<file path="config.mk">
export PLATFORM = sky130hd
export DESIGN_NAME = dpms_top
export DESIGN_NICKNAME = d
export VERILOG_FILES = /design/src/verilog/dpms_pkg.sv /design/src/verilog/dpms_scan_chain.sv /design/src/verilog/dpms_sync.sv /design/src/verilog/dpms_top.sv
export VERILOG_INCLUDE_DIRS = /design/src /design/src/verilog
export SDC_FILE = /design/constraint.sdc
export NUM_CORES = 1
export LEC_CHECK = 0
export BUFFER_PORTS_ARGS = -buffer_cell sky130_fd_sc_hd__buf_2
export CAP_MARGIN = 5
export CELL_PAD_IN_SITES_DETAIL_PLACEMENT = 0
export CELL_PAD_IN_SITES_GLOBAL_PLACEMENT = 2
export CORE_MARGIN = 2
export CORE_UTILIZATION = 36
export CTS_CLUSTER_DIAMETER = 120
export DETAILED_ROUTE_END_ITERATION = 12
export PLACE_DENSITY_LB_ADDON = 0.1
export SLEW_MARGIN = 20
export SYNTH_ARGS = -nofsm -noshare
export SYNTH_HDL_FRONTEND = slang
export SYNTH_SLANG_ARGS = --single-unit
</file>
<file path="constraint.sdc">
create_clock -name CLK_I -period 5.37 [get_ports CLK_I]
set_input_delay 1.611 -clock CLK_I [delete_from_list [all_inputs] [get_ports CLK_I]]
set_output_delay 1.611 -clock CLK_I [all_outputs]
set_load 0.03 [all_outputs]
</file>
<file path="src/verilog/dpms_defines.svh">
// Constants of the debug port mode switch: offsets, fields, codes, counts
// Assumes inclusion by bare name from every design file that needs them
`ifndef DPMS_DEFINES_SVH
`define DPMS_DEFINES_SVH

// ****************************************
// Register map
// ****************************************
`define DPMS_ADDR_AFSEL   8'h00
`define DPMS_ADDR_DEN     8'h04
`define DPMS_ADDR_PUR     8'h08
`define DPMS_ADDR_LOCK    8'h0C
`define DPMS_ADDR_COMMIT  8'h10
`define DPMS_ADDR_STATUS  8'h14
`define DPMS_LOCK_KEY     32'h4C4F_434B
`define DPMS_PIN_RESET    5'h1F
`define DPMS_COMMIT_RESET 5'h00

// ****************************************
// Pin bit positions
// ****************************************
`define DPMS_PIN_TCK  0
`define DPMS_PIN_TMS  1
`define DPMS_PIN_TDI  2
`define DPMS_PIN_TDO  3
`define DPMS_PIN_TRST 4

// ****************************************
// Scan and switch codes
// ****************************************
`define DPMS_IR_CAPTURE 4'h1
`define DPMS_IR_IDCODE  4'hE
// Arbitrary identification value, bit 0 set as scan convention wants
`define DPMS_IDCODE     32'h1234_5671
`define DPMS_TO_SWD     16'hE79E
`define DPMS_TO_JTAG    16'hE73C
// Mode-line bits of the preamble path, bit 0 first
`define DPMS_PRE_TMS    16'hE79E
`define DPMS_ONES_SAT   6'h32
`define DPMS_CODE_LAST  4'hF
`define DPMS_RECOVER_N  4'hA

`endif

</file>
<file path="src/verilog/dpms_pkg.sv">
// Types shared by the debug port mode switch modules
// Assumes nothing beyond a SystemVerilog compiler
package dpms_pkg;
    typedef enum logic [3:0] {
        TAP_TLR, TAP_RTI, TAP_SEL_DR, TAP_CAP_DR, TAP_SH_DR, TAP_EX1_DR,
        TAP_PA_DR, TAP_EX2_DR, TAP_UPD_DR, TAP_SEL_IR, TAP_CAP_IR,
        TAP_SH_IR, TAP_EX1_IR, TAP_PA_IR, TAP_EX2_IR, TAP_UPD_IR
    } dpms_tap_t;
    typedef enum logic {MODE_JTAG, MODE_SWD} dpms_mode_t;
    typedef struct packed {
        logic trst_b;
        logic tdi;
        logic tms;
        logic tck;
    } dpms_link_t;
    typedef struct packed {
        logic [4:0] den;
        logic [4:0] pur;
        logic [4:0] afsel;
    } dpms_pin_cfg_t;
endpackage

</file>
<file path="src/verilog/dpms_scan_chain.sv">
// Serial scan chain with parallel holding register
// Assumes step_i is a one-cycle pulse on each sampled test-clock rise
`timescale 1ns/100ps
module dpms_scan_chain #(
    parameter int           W    = 4,
    parameter logic [W-1:0] INIT = '0
) (
    input  wire logic         clk_i,
    input  wire logic         rst_b_i,
    input  wire logic         step_i,
    input  wire logic         capture_i,
    input  wire logic         shift_i,
    input  wire logic         update_i,
    input  wire logic         init_i,
    input  wire logic         tdi_i,
    input  wire logic [W-1:0] cap_data_i,
    output logic              so_o,
    output logic [W-1:0]      par_o
);
    logic [W-1:0] sr_reg;

    assign so_o = sr_reg[0];

    always_ff @(posedge clk_i) begin
        if (!rst_b_i) begin
            sr_reg <= '0;
        end else if (step_i && capture_i) begin
            sr_reg <= cap_data_i;
        end else if (step_i && shift_i) begin
            sr_reg <= {tdi_i, sr_reg[W-1:1]};
        end
    end

    always_ff @(posedge clk_i) begin
        if (!rst_b_i || init_i) begin
            par_o <= INIT;
        end else if (step_i && update_i) begin
            par_o <= sr_reg;
        end
    end
endmodule

</file>
<file path="src/verilog/dpms_sync.sv">
// Two-flop synchroniser for a group of pin levels
// Assumes inputs asynchronous to clk_i; INIT is the idle pin level
`timescale 1ns/100ps
module dpms_sync #(
    parameter int         W    = 1,
    parameter logic [W-1:0] INIT = '1
) (
    input  wire logic         clk_i,
    input  wire logic         rst_b_i,
    input  wire logic [W-1:0] d_i,
    output logic [W-1:0]      q_o
);
    logic [W-1:0] meta_reg;

    always_ff @(posedge clk_i) begin
        if (!rst_b_i) begin
            meta_reg <= INIT;
            q_o      <= INIT;
        end else begin
            meta_reg <= d_i;
            q_o      <= meta_reg;
        end
    end
endmodule

</file>
<file path="src/verilog/dpms_top.sv">
// Debug port top: pin ownership, scan chains, protocol switch, recovery
// Assumes probe pins are asynchronous to CLK_I; register port on CLK_I
`timescale 1ns/100ps
`include "dpms_defines.svh"
module dpms_top (
    input  wire logic                  CLK_I,
    input  wire logic                  RST_B_I,
    input  wire dpms_pkg::dpms_link_t  LINK_I,
    input  wire logic                  CHIP_RST_B_I,
    input  wire logic                  ERASE_DONE_I,
    input  wire logic [7:0]            ADDR_I,
    input  wire logic [31:0]           WDATA_I,
    input  wire logic                  WR_I,
    input  wire logic                  RD_I,
    output logic [31:0]                RDATA_O,
    output logic                       TDO_O,
    output logic                       TDO_OE_O,
    output dpms_pkg::dpms_pin_cfg_t    PIN_CFG_O,
    output logic                       SWD_ACTIVE_O,
    output logic                       JTAG_ACTIVE_O,
    output logic                       SWD_LINE_RESET_O,
    output logic                       MASS_ERASE_O,
    output logic                       NV_RESTORE_O
);
    import dpms_pkg::*;

    // ****************************************
    // Declarations
    // ****************************************
    logic [4:0]    sync_q;
    dpms_link_t    lnk;
    logic          chip_held;
    logic          tck_d_reg;
    logic          rise;
    logic          fall;
    dpms_tap_t     tap_reg;
    dpms_tap_t     tap_next;
    dpms_mode_t    mode_reg;
    dpms_pin_cfg_t cfg_reg;
    logic          locked_reg;
    logic [4:0]    commit_reg;
    logic [3:0]    ir_par;
    logic          ir_so;
    logic          id_so;
    logic          byp_reg;
    logic          sel_id;
    logic [5:0]    ones_reg;
    logic [15:0]   sw_sr_reg;
    logic [15:0]   sw_sr_next;
    logic          armed_reg;
    logic [3:0]    post_reg;
    logic          code_hit;
    logic [3:0]    pre_idx_reg;
    logic          pre_ok;
    logic [15:0]   pre_pat;
    logic          pre_hit;
    logic [3:0]    rec_cnt_reg;
    logic          erase_wait_reg;

    // ****************************************
    // Pin sampling
    // ****************************************
    dpms_sync #(
        .W    (5),
        .INIT (5'h1F)
    ) u_sync (
        .clk_i   (CLK_I),
        .rst_b_i (RST_B_I),
        .d_i     ({CHIP_RST_B_I, LINK_I}),
        .q_o     (sync_q)
    );

    assign chip_held = ~sync_q[4];

    // A pin handed to general-purpose use is seen as its pull-up level
    always_comb begin
        lnk = dpms_link_t'(sync_q[3:0]);
        if (!cfg_reg.afsel[`DPMS_PIN_TCK]) begin
            lnk.tck = 1'b1;
        end
        if (!cfg_reg.afsel[`DPMS_PIN_TMS]) begin
            lnk.tms = 1'b1;
        end
        if (!cfg_reg.afsel[`DPMS_PIN_TDI]) begin
            lnk.tdi = 1'b1;
        end
        if (!cfg_reg.afsel[`DPMS_PIN_TRST]) begin
            lnk.trst_b = 1'b1;
        end
    end

    always_ff @(posedge CLK_I) begin
        if (!RST_B_I) begin
            tck_d_reg <= 1'b1;
        end else begin
            tck_d_reg <= lnk.tck;
        end
    end

    assign rise = lnk.tck & ~tck_d_reg;
    assign fall = ~lnk.tck & tck_d_reg;

    // ****************************************
    // TAP controller
    // ****************************************
    always_comb begin
        unique case (tap_reg)
            TAP_TLR:    tap_next = lnk.tms ? TAP_TLR    : TAP_RTI;
            TAP_RTI:    tap_next = lnk.tms ? TAP_SEL_DR : TAP_RTI;
            TAP_SEL_DR: tap_next = lnk.tms ? TAP_SEL_IR : TAP_CAP_DR;
            TAP_CAP_DR: tap_next = lnk.tms ? TAP_EX1_DR : TAP_SH_DR;
            TAP_SH_DR:  tap_next = lnk.tms ? TAP_EX1_DR : TAP_SH_DR;
            TAP_EX1_DR: tap_next = lnk.tms ? TAP_UPD_DR : TAP_PA_DR;
            TAP_PA_DR:  tap_next = lnk.tms ? TAP_EX2_DR : TAP_PA_DR;
            TAP_EX2_DR: tap_next = lnk.tms ? TAP_UPD_DR : TAP_SH_DR;
            TAP_UPD_DR: tap_next = lnk.tms ? TAP_SEL_DR : TAP_RTI;
            TAP_SEL_IR: tap_next = lnk.tms ? TAP_TLR    : TAP_CAP_IR;
            TAP_CAP_IR: tap_next = lnk.tms ? TAP_EX1_IR : TAP_SH_IR;
            TAP_SH_IR:  tap_next = lnk.tms ? TAP_EX1_IR : TAP_SH_IR;
            TAP_EX1_IR: tap_next = lnk.tms ? TAP_UPD_IR : TAP_PA_IR;
            TAP_PA_IR:  tap_next = lnk.tms ? TAP_EX2_IR : TAP_PA_IR;
            TAP_EX2_IR: tap_next = lnk.tms ? TAP_UPD_IR : TAP_SH_IR;
            TAP_UPD_IR: tap_next = lnk.tms ? TAP_SEL_DR : TAP_RTI;
        endcase
    end

    // Scan engine sits in reset whenever serial-wire owns the port
    always_ff @(posedge CLK_I) begin
        if (!RST_B_I || !lnk.trst_b || mode_reg == MODE_SWD) begin
            tap_reg <= TAP_TLR;
        end else if (rise) begin
            tap_reg <= tap_next;
        end
    end

    // ****************************************
    // Scan chains
    // ****************************************
    dpms_scan_chain #(
        .W    (4),
        .INIT (`DPMS_IR_IDCODE)
    ) u_ir (
        .clk_i      (CLK_I),
        .rst_b_i    (RST_B_I),
        .step_i     (rise),
        .capture_i  (tap_reg == TAP_CAP_IR),
        .shift_i    (tap_reg == TAP_SH_IR),
        .update_i   (tap_reg == TAP_UPD_IR),
        .init_i     (tap_reg == TAP_TLR),
        .tdi_i      (lnk.tdi),
        .cap_data_i (`DPMS_IR_CAPTURE),
        .so_o       (ir_so),
        .par_o      (ir_par)
    );

    // Only identification and bypass are modelled; other codes bypass
    assign sel_id = (ir_par == `DPMS_IR_IDCODE);

    dpms_scan_chain #(
        .W    (32),
        .INIT (32'h0000_0000)
    ) u_id (
        .clk_i      (CLK_I),
        .rst_b_i    (RST_B_I),
        .step_i     (rise),
        .capture_i  (tap_reg == TAP_CAP_DR && sel_id),
        .shift_i    (tap_reg == TAP_SH_DR && sel_id),
        .update_i   (1'b0),
        .init_i     (1'b0),
        .tdi_i      (lnk.tdi),
        .cap_data_i (`DPMS_IDCODE),
        .so_o       (id_so),
        .par_o      ()
    );

    always_ff @(posedge CLK_I) begin
        if (!RST_B_I) begin
            byp_reg <= 1'b0;
        end else if (rise && tap_reg == TAP_CAP_DR) begin
            byp_reg <= 1'b0;
        end else if (rise && tap_reg == TAP_SH_DR) begin
            byp_reg <= lnk.tdi;
        end
    end

    // Output changes on the falling test clock so the probe samples it clean
    always_ff @(posedge CLK_I) begin
        if (!RST_B_I) begin
            TDO_O    <= 1'b0;
            TDO_OE_O <= 1'b0;
        end else if (fall) begin
            TDO_O    <= (tap_reg == TAP_SH_IR) ? ir_so : (sel_id ? id_so : byp_reg);
            TDO_OE_O <= cfg_reg.afsel[`DPMS_PIN_TDO] &&
                        (tap_reg == TAP_SH_IR || tap_reg == TAP_SH_DR);
        end
    end

    // ****************************************
    // Switch code detector
    // ****************************************
    assign sw_sr_next = {lnk.tms, sw_sr_reg[15:1]};
    assign code_hit = rise && armed_reg && post_reg == `DPMS_CODE_LAST &&
                      ((mode_reg == MODE_JTAG && sw_sr_next == `DPMS_TO_SWD) ||
                       (mode_reg == MODE_SWD && sw_sr_next == `DPMS_TO_JTAG));

    // A code counts only after a full run of ones; trailing ones not needed
    always_ff @(posedge CLK_I) begin
        if (!RST_B_I) begin
            ones_reg  <= 6'h00;
            sw_sr_reg <= 16'h0000;
            armed_reg <= 1'b0;
            post_reg  <= 4'h0;
        end else if (rise) begin
            sw_sr_reg <= sw_sr_next;
            if (!lnk.tms) begin
                ones_reg <= 6'h00;
            end else if (ones_reg != `DPMS_ONES_SAT) begin
                ones_reg <= ones_reg + 6'h01;
            end
            if (lnk.tms && ones_reg >= `DPMS_ONES_SAT - 6'h01) begin
                armed_reg <= 1'b1;
                post_reg  <= 4'h0;
            end else if (armed_reg) begin
                post_reg <= post_reg + 4'h1;
                if (post_reg == `DPMS_CODE_LAST) begin
                    armed_reg <= 1'b0;
                end
            end
        end
    end

    // ****************************************
    // Preamble detector
    // ****************************************
    assign pre_pat = `DPMS_PRE_TMS;
    assign pre_ok  = (lnk.tms == pre_pat[pre_idx_reg]) &&
                     (pre_idx_reg != 4'h0 || tap_reg == TAP_TLR);
    assign pre_hit = rise && mode_reg == MODE_JTAG && pre_ok && pre_idx_reg == 4'hF;

    always_ff @(posedge CLK_I) begin
        if (!RST_B_I || mode_reg == MODE_SWD) begin
            pre_idx_reg <= 4'h0;
        end else if (rise) begin
            pre_idx_reg <= pre_ok ? pre_idx_reg + 4'h1 : 4'h0;
        end
    end

    // ****************************************
    // Protocol selector
    // ****************************************
    always_ff @(posedge CLK_I) begin
        if (!RST_B_I) begin
            mode_reg <= MODE_JTAG;
        end else if (code_hit) begin
            mode_reg <= (mode_reg == MODE_JTAG) ? MODE_SWD : MODE_JTAG;
        end else if (pre_hit) begin
            mode_reg <= MODE_SWD;
        end
    end

    always_ff @(posedge CLK_I) begin
        if (!RST_B_I) begin
            SWD_ACTIVE_O     <= 1'b0;
            JTAG_ACTIVE_O    <= 1'b1;
            SWD_LINE_RESET_O <= 1'b0;
        end else begin
            SWD_ACTIVE_O     <= (mode_reg == MODE_SWD);
            JTAG_ACTIVE_O    <= (mode_reg == MODE_JTAG);
            SWD_LINE_RESET_O <= (mode_reg == MODE_SWD) && ones_reg == `DPMS_ONES_SAT;
        end
    end

    // ****************************************
    // Locked-part recovery
    // ****************************************
    // Count resets if chip reset drops before the tenth switch
    always_ff @(posedge CLK_I) begin
        if (!RST_B_I || !chip_held) begin
            rec_cnt_reg <= 4'h0;
        end else if (code_hit) begin
            rec_cnt_reg <= (rec_cnt_reg == `DPMS_RECOVER_N - 4'h1) ? 4'h0 :
                           rec_cnt_reg + 4'h1;
        end
    end

    always_ff @(posedge CLK_I) begin
        if (!RST_B_I) begin
            MASS_ERASE_O   <= 1'b0;
            erase_wait_reg <= 1'b0;
            NV_RESTORE_O   <= 1'b0;
        end else begin
            NV_RESTORE_O <= 1'b0;
            if (chip_held && code_hit && rec_cnt_reg == `DPMS_RECOVER_N - 4'h1) begin
                MASS_ERASE_O   <= 1'b1;
                erase_wait_reg <= 1'b1;
            end else if (erase_wait_reg && ERASE_DONE_I) begin
                MASS_ERASE_O   <= 1'b0;
                erase_wait_reg <= 1'b0;
                NV_RESTORE_O   <= 1'b1;
            end
        end
    end

    // ****************************************
    // Pin configuration registers
    // ****************************************
    assign PIN_CFG_O = cfg_reg;

    always_ff @(posedge CLK_I) begin
        if (!RST_B_I || chip_held) begin
            cfg_reg.den   <= `DPMS_PIN_RESET;
            cfg_reg.pur   <= `DPMS_PIN_RESET;
            cfg_reg.afsel <= `DPMS_PIN_RESET;
        end else if (WR_I) begin
            if (ADDR_I == `DPMS_ADDR_DEN) begin
                cfg_reg.den <= WDATA_I[4:0];
            end
            if (ADDR_I == `DPMS_ADDR_PUR) begin
                cfg_reg.pur <= WDATA_I[4:0];
            end
            if (ADDR_I == `DPMS_ADDR_AFSEL && !locked_reg) begin
                cfg_reg.afsel <= (WDATA_I[4:0] & commit_reg) |
                                 (cfg_reg.afsel & ~commit_reg);
            end
        end
    end

    // Commit changes only while unlocked writes reach it
    always_ff @(posedge CLK_I) begin
        if (!RST_B_I || chip_held) begin
            locked_reg <= 1'b1;
            commit_reg <= `DPMS_COMMIT_RESET;
        end else if (WR_I) begin
            if (ADDR_I == `DPMS_ADDR_LOCK) begin
                locked_reg <= (WDATA_I != `DPMS_LOCK_KEY);
            end
            if (ADDR_I == `DPMS_ADDR_COMMIT && !locked_reg) begin
                commit_reg <= WDATA_I[4:0];
            end
        end
    end

    // ****************************************
    // Register read port
    // ****************************************
    always_ff @(posedge CLK_I) begin
        if (!RST_B_I || !RD_I) begin
            RDATA_O <= 32'h0000_0000;
        end else begin
            unique case (ADDR_I)
                `DPMS_ADDR_AFSEL:  RDATA_O <= {27'h0, cfg_reg.afsel};
                `DPMS_ADDR_DEN:    RDATA_O <= {27'h0, cfg_reg.den};
                `DPMS_ADDR_PUR:    RDATA_O <= {27'h0, cfg_reg.pur};
                `DPMS_ADDR_LOCK:   RDATA_O <= {31'h0, locked_reg};
                `DPMS_ADDR_COMMIT: RDATA_O <= {27'h0, commit_reg};
                `DPMS_ADDR_STATUS: RDATA_O <= {16'h0, rec_cnt_reg, 3'h0, MASS_ERASE_O,
                                               tap_reg, 3'h0, mode_reg};
                default:           RDATA_O <= 32'h0000_0000;
            endcase
        end
    end
endmodule
</file>
==> summary.md <==
| Metric | Value |
|---|---|
| Gr ovfl total | 0 |
| Routed Antenna Nets | 0 |
| Mux cell area share after synthesis | 4.84% |
| Boundary Pins | 104 |
| CP endpoint kind | flop |
| TritonCTS buffer count | 17 |
| Period Utilization, post-route | 60.3% |
| Placer Congestion | 0.790 |
| Vias in the first global route | 4489 |
| CTS tree | yes |
| XOR/XNOR Fraction of Synth Area | 1.22% |
| Global-route wire length before repair | 23.1 mm |
| Reg-to-reg setup timing slack | 2.71 ns |
| Yosys warns | 0 |
| Post-CTS Setup Inserts | 0 |
| Core area | 0.0157 mm² |
| IR drop worst, VDD | 0.000207 V |
| Synth Instances | 657 |
| Worst min path class | flop to flop |
| Root buf cell | clkbuf_16 |
| Worst slew pin tran | 1.01 ns |
| Clock Sinks | 133 |
| Ys flop type | dfxtp_1 |
| Hold_ws | 0.409 ns |
| Max-Cap Viols | 0 |
| Status | completed |
| Fin crit period | 3.24 ns |
| Avg Vias per Cell | 5.02 |
| Critical path class | input pin to flop |
| Unrepaired setup endpoints after global routing | false |
| Rows | 46 |
| Layout cells sized above 1 | 19.5% |
| Initial antenna violation count | 0 |
| Final #Nets | 789 |
| Die Height | 130 µm |
| Critical Path AT | 3.50 ns |
| F_max | 309 MHz |
| Ant diodes | 0 |
| Iter 0 DRT Violations | 252 |
| Routed wire length | 14.4 mm |
| Simple-gate share of the synthesized area | 25.6% |
| Post-Syn Area | 0.00574 mm² |
| Htree depth | 4 |
| Largest net degree at the start of global routing | 36 |
| Initial core utilization | 36.6% |
| Post-CTS sizing | 0 |
| CP Max Fanout | 8 |
| Routed wire per std cell | 15.0 µm |
| Die area | 0.0170 mm² |
| Max clock buf depth | 2 |
| Synth Area in Adders | 1.96% |
| Skew final | 0.0113 ns |
| Area delta synth->final | 19.3% |
| Via count | 4808 |
| Port Buffers | 84 |
| Synth Register Bits | 133 |
| Max-slew violations | 0 |
| Lkg Pwr | 2.63 nW |
| Setup TNS | 0 ns |
| Number of synthesized flops with an enable pin | 0 |
| Hold Fails Final Rpt | 0 |
| Critical Path RT | 5.63 ns |
| Largest family of logic cells by synthesized area | simple AND/OR/NAND/NOR gates |
| Clock Latency Late Sink | 0.42 ns |
| CP startpoint kind | input pin |
| Sequential area share after synthesis | 46.4% |
| Total GRT Usage | 17.5% |
| Die width | 130 µm |
| Slew margin rel. | 32.0% |
| DP HPWL | 9.99 mm |
| Syn_area_per_cell | 8.74 µm² |
| Initial DRT Pass Iterations | 5 |
| Cell Pwr Density | 325 mW/mm² |
| Ys async rst share | 0% |
| Synth unique cells | 67 |
| Hold-fix buffers, CTS | 0 |
| Max FFs per register | 32 |
| # setup viols final | 0 |
| Worst-path clk slew | 0.05 ns |
| Number of remaining DRC errors | 0 |
| Synth Area in Compound Gates | 14.1% |
## path summary, 6_finish.rpt
| kind | start | to | cells after the start |
|---|---|---|---|
| max | ADDR_I[7] | PIN_CFG_O[11] | 6 |
| max reg2reg | flop | flop | 9 |
| min reg2reg | u_sync.meta_reg[0] | u_sync.q_o[0] | 1 |
| min | u_sync.meta_reg[0] | u_sync.q_o[0] | 1 |
## through the flow
| step | util, % | power [mW] | instance area [µm²] | setup slack [ns] | instances |
|---|---|---|---|---|---|
| after floorplan | - | 1.09 | 5810 | 2.09 | 675 |
| after global placement | 39.9 | 1.11 | 6270 | 1.78 | 927 |
| after detailed placement | 39.9 | 1.12 | 6270 | 1.71 | 927 |
| after CTS | 43.6 | 2.25 | 6850 | 2.13 | 958 |
| after global routing | 43.6 | 2.31 | 6850 | 2.02 | 958 |
| final | 43.6 | 2.23 | 6850 | 2.13 | 958 |
## logic make-up after synthesis
logic type      Yosys count
compound gates          122
xor+xnor                  8
fa+ha+maj                 9
buf+inv                  70
flops                   133
mux                      25
other cells               1
simple gates            289
## final cells by class
cell class | count | area [µm²]
Fill cell | 1604 | 8860
Multi-Input combinational cell | 472 | 2820
Sequential cell | 133 | 2660
Clock buffer | 24 | 482
Timing Repair Buffer | 89 | 458
Tap cell | 216 | 270
Clock inverter | 7 | 97.6
Inverter | 17 | 63.8
## critical path, cell delays in order
cell     delay, ns
buf_2         0.09
or4_1         0.65
nor3_2        0.43
and3_1        0.41
mux2i_1       0.24
nand2_1       0.07
## report_power, final
part / internal (mW) / switching [mW]
logic: 0.0301 / 0.0654
clock network: 0.718 / 0.415
registers: 0.993 / 0.00498
## cell usage after synthesis (all sizes together) (3+ instances only)
cell | count | area share [%]
nor2 | 41 | 2.7
dfxtp | 133 | 46
clkbuf | 30 | 2.0
a31oi | 5 | 0.54
a21oi | 55 | 4.8
nor2b | 11 | 1.2
o21ai | 17 | 1.5
nand3 | 28 | 2.4
o31ai | 3 | 0.39
nor4b | 7 | 1.3
a211o | 3 | 0.46
o221a | 10 | 2.0
a22oi | 6 | 0.78
and3 | 8 | 0.87
buf | 23 | 2.8
or2 | 3 | 0.33
nand2b | 16 | 1.7
xor2 | 3 | 0.46
inv | 17 | 1.1
xnor2 | 5 | 0.76
nand2 | 118 | 7.7
a2111oi | 3 | 0.78
nor4 | 6 | 1.0
mux2i | 21 | 3.7
nor3 | 12 | 1.1
or3 | 5 | 0.54
nand4 | 7 | 0.87
and2 | 9 | 0.98
ha | 9 | 2.0
nand4b | 5 | 0.76
## cells in the final DEF (no fill, tap or decap), types with 4 or more instances in the layout
cell type	count
o221a_2	10
nand2b_1	16
o21ai_0	17
inv_1	16
a31oi_1	5
and2_1	8
and3_1	8
nor2b_1	11
nand3_1	27
nand2_1	118
mux2i_1	21
clkbuf_1	4
dfxtp_1	133
clkbuf_16	17
ha_1	9
buf_4	5
conb_1	19
nor2_1	40
a22oi_1	6
nor3_1	11
nand4b_1	5
xnor2_1	5
a21oi_1	55
nor4_1	4
or3_1	5
buf_2	84
nand4_1	6
nor4b_1	5
## metal layers
metal / global-route usage [%] / share of wire (%)
met2: 28.4 / 46
met1: 22.7 / 48
met3: 4.31 / 4.2
met5: 0 / 0
met4: 6.14 / 1.3
Note: power is estimated with default switching activity, not from simulation.
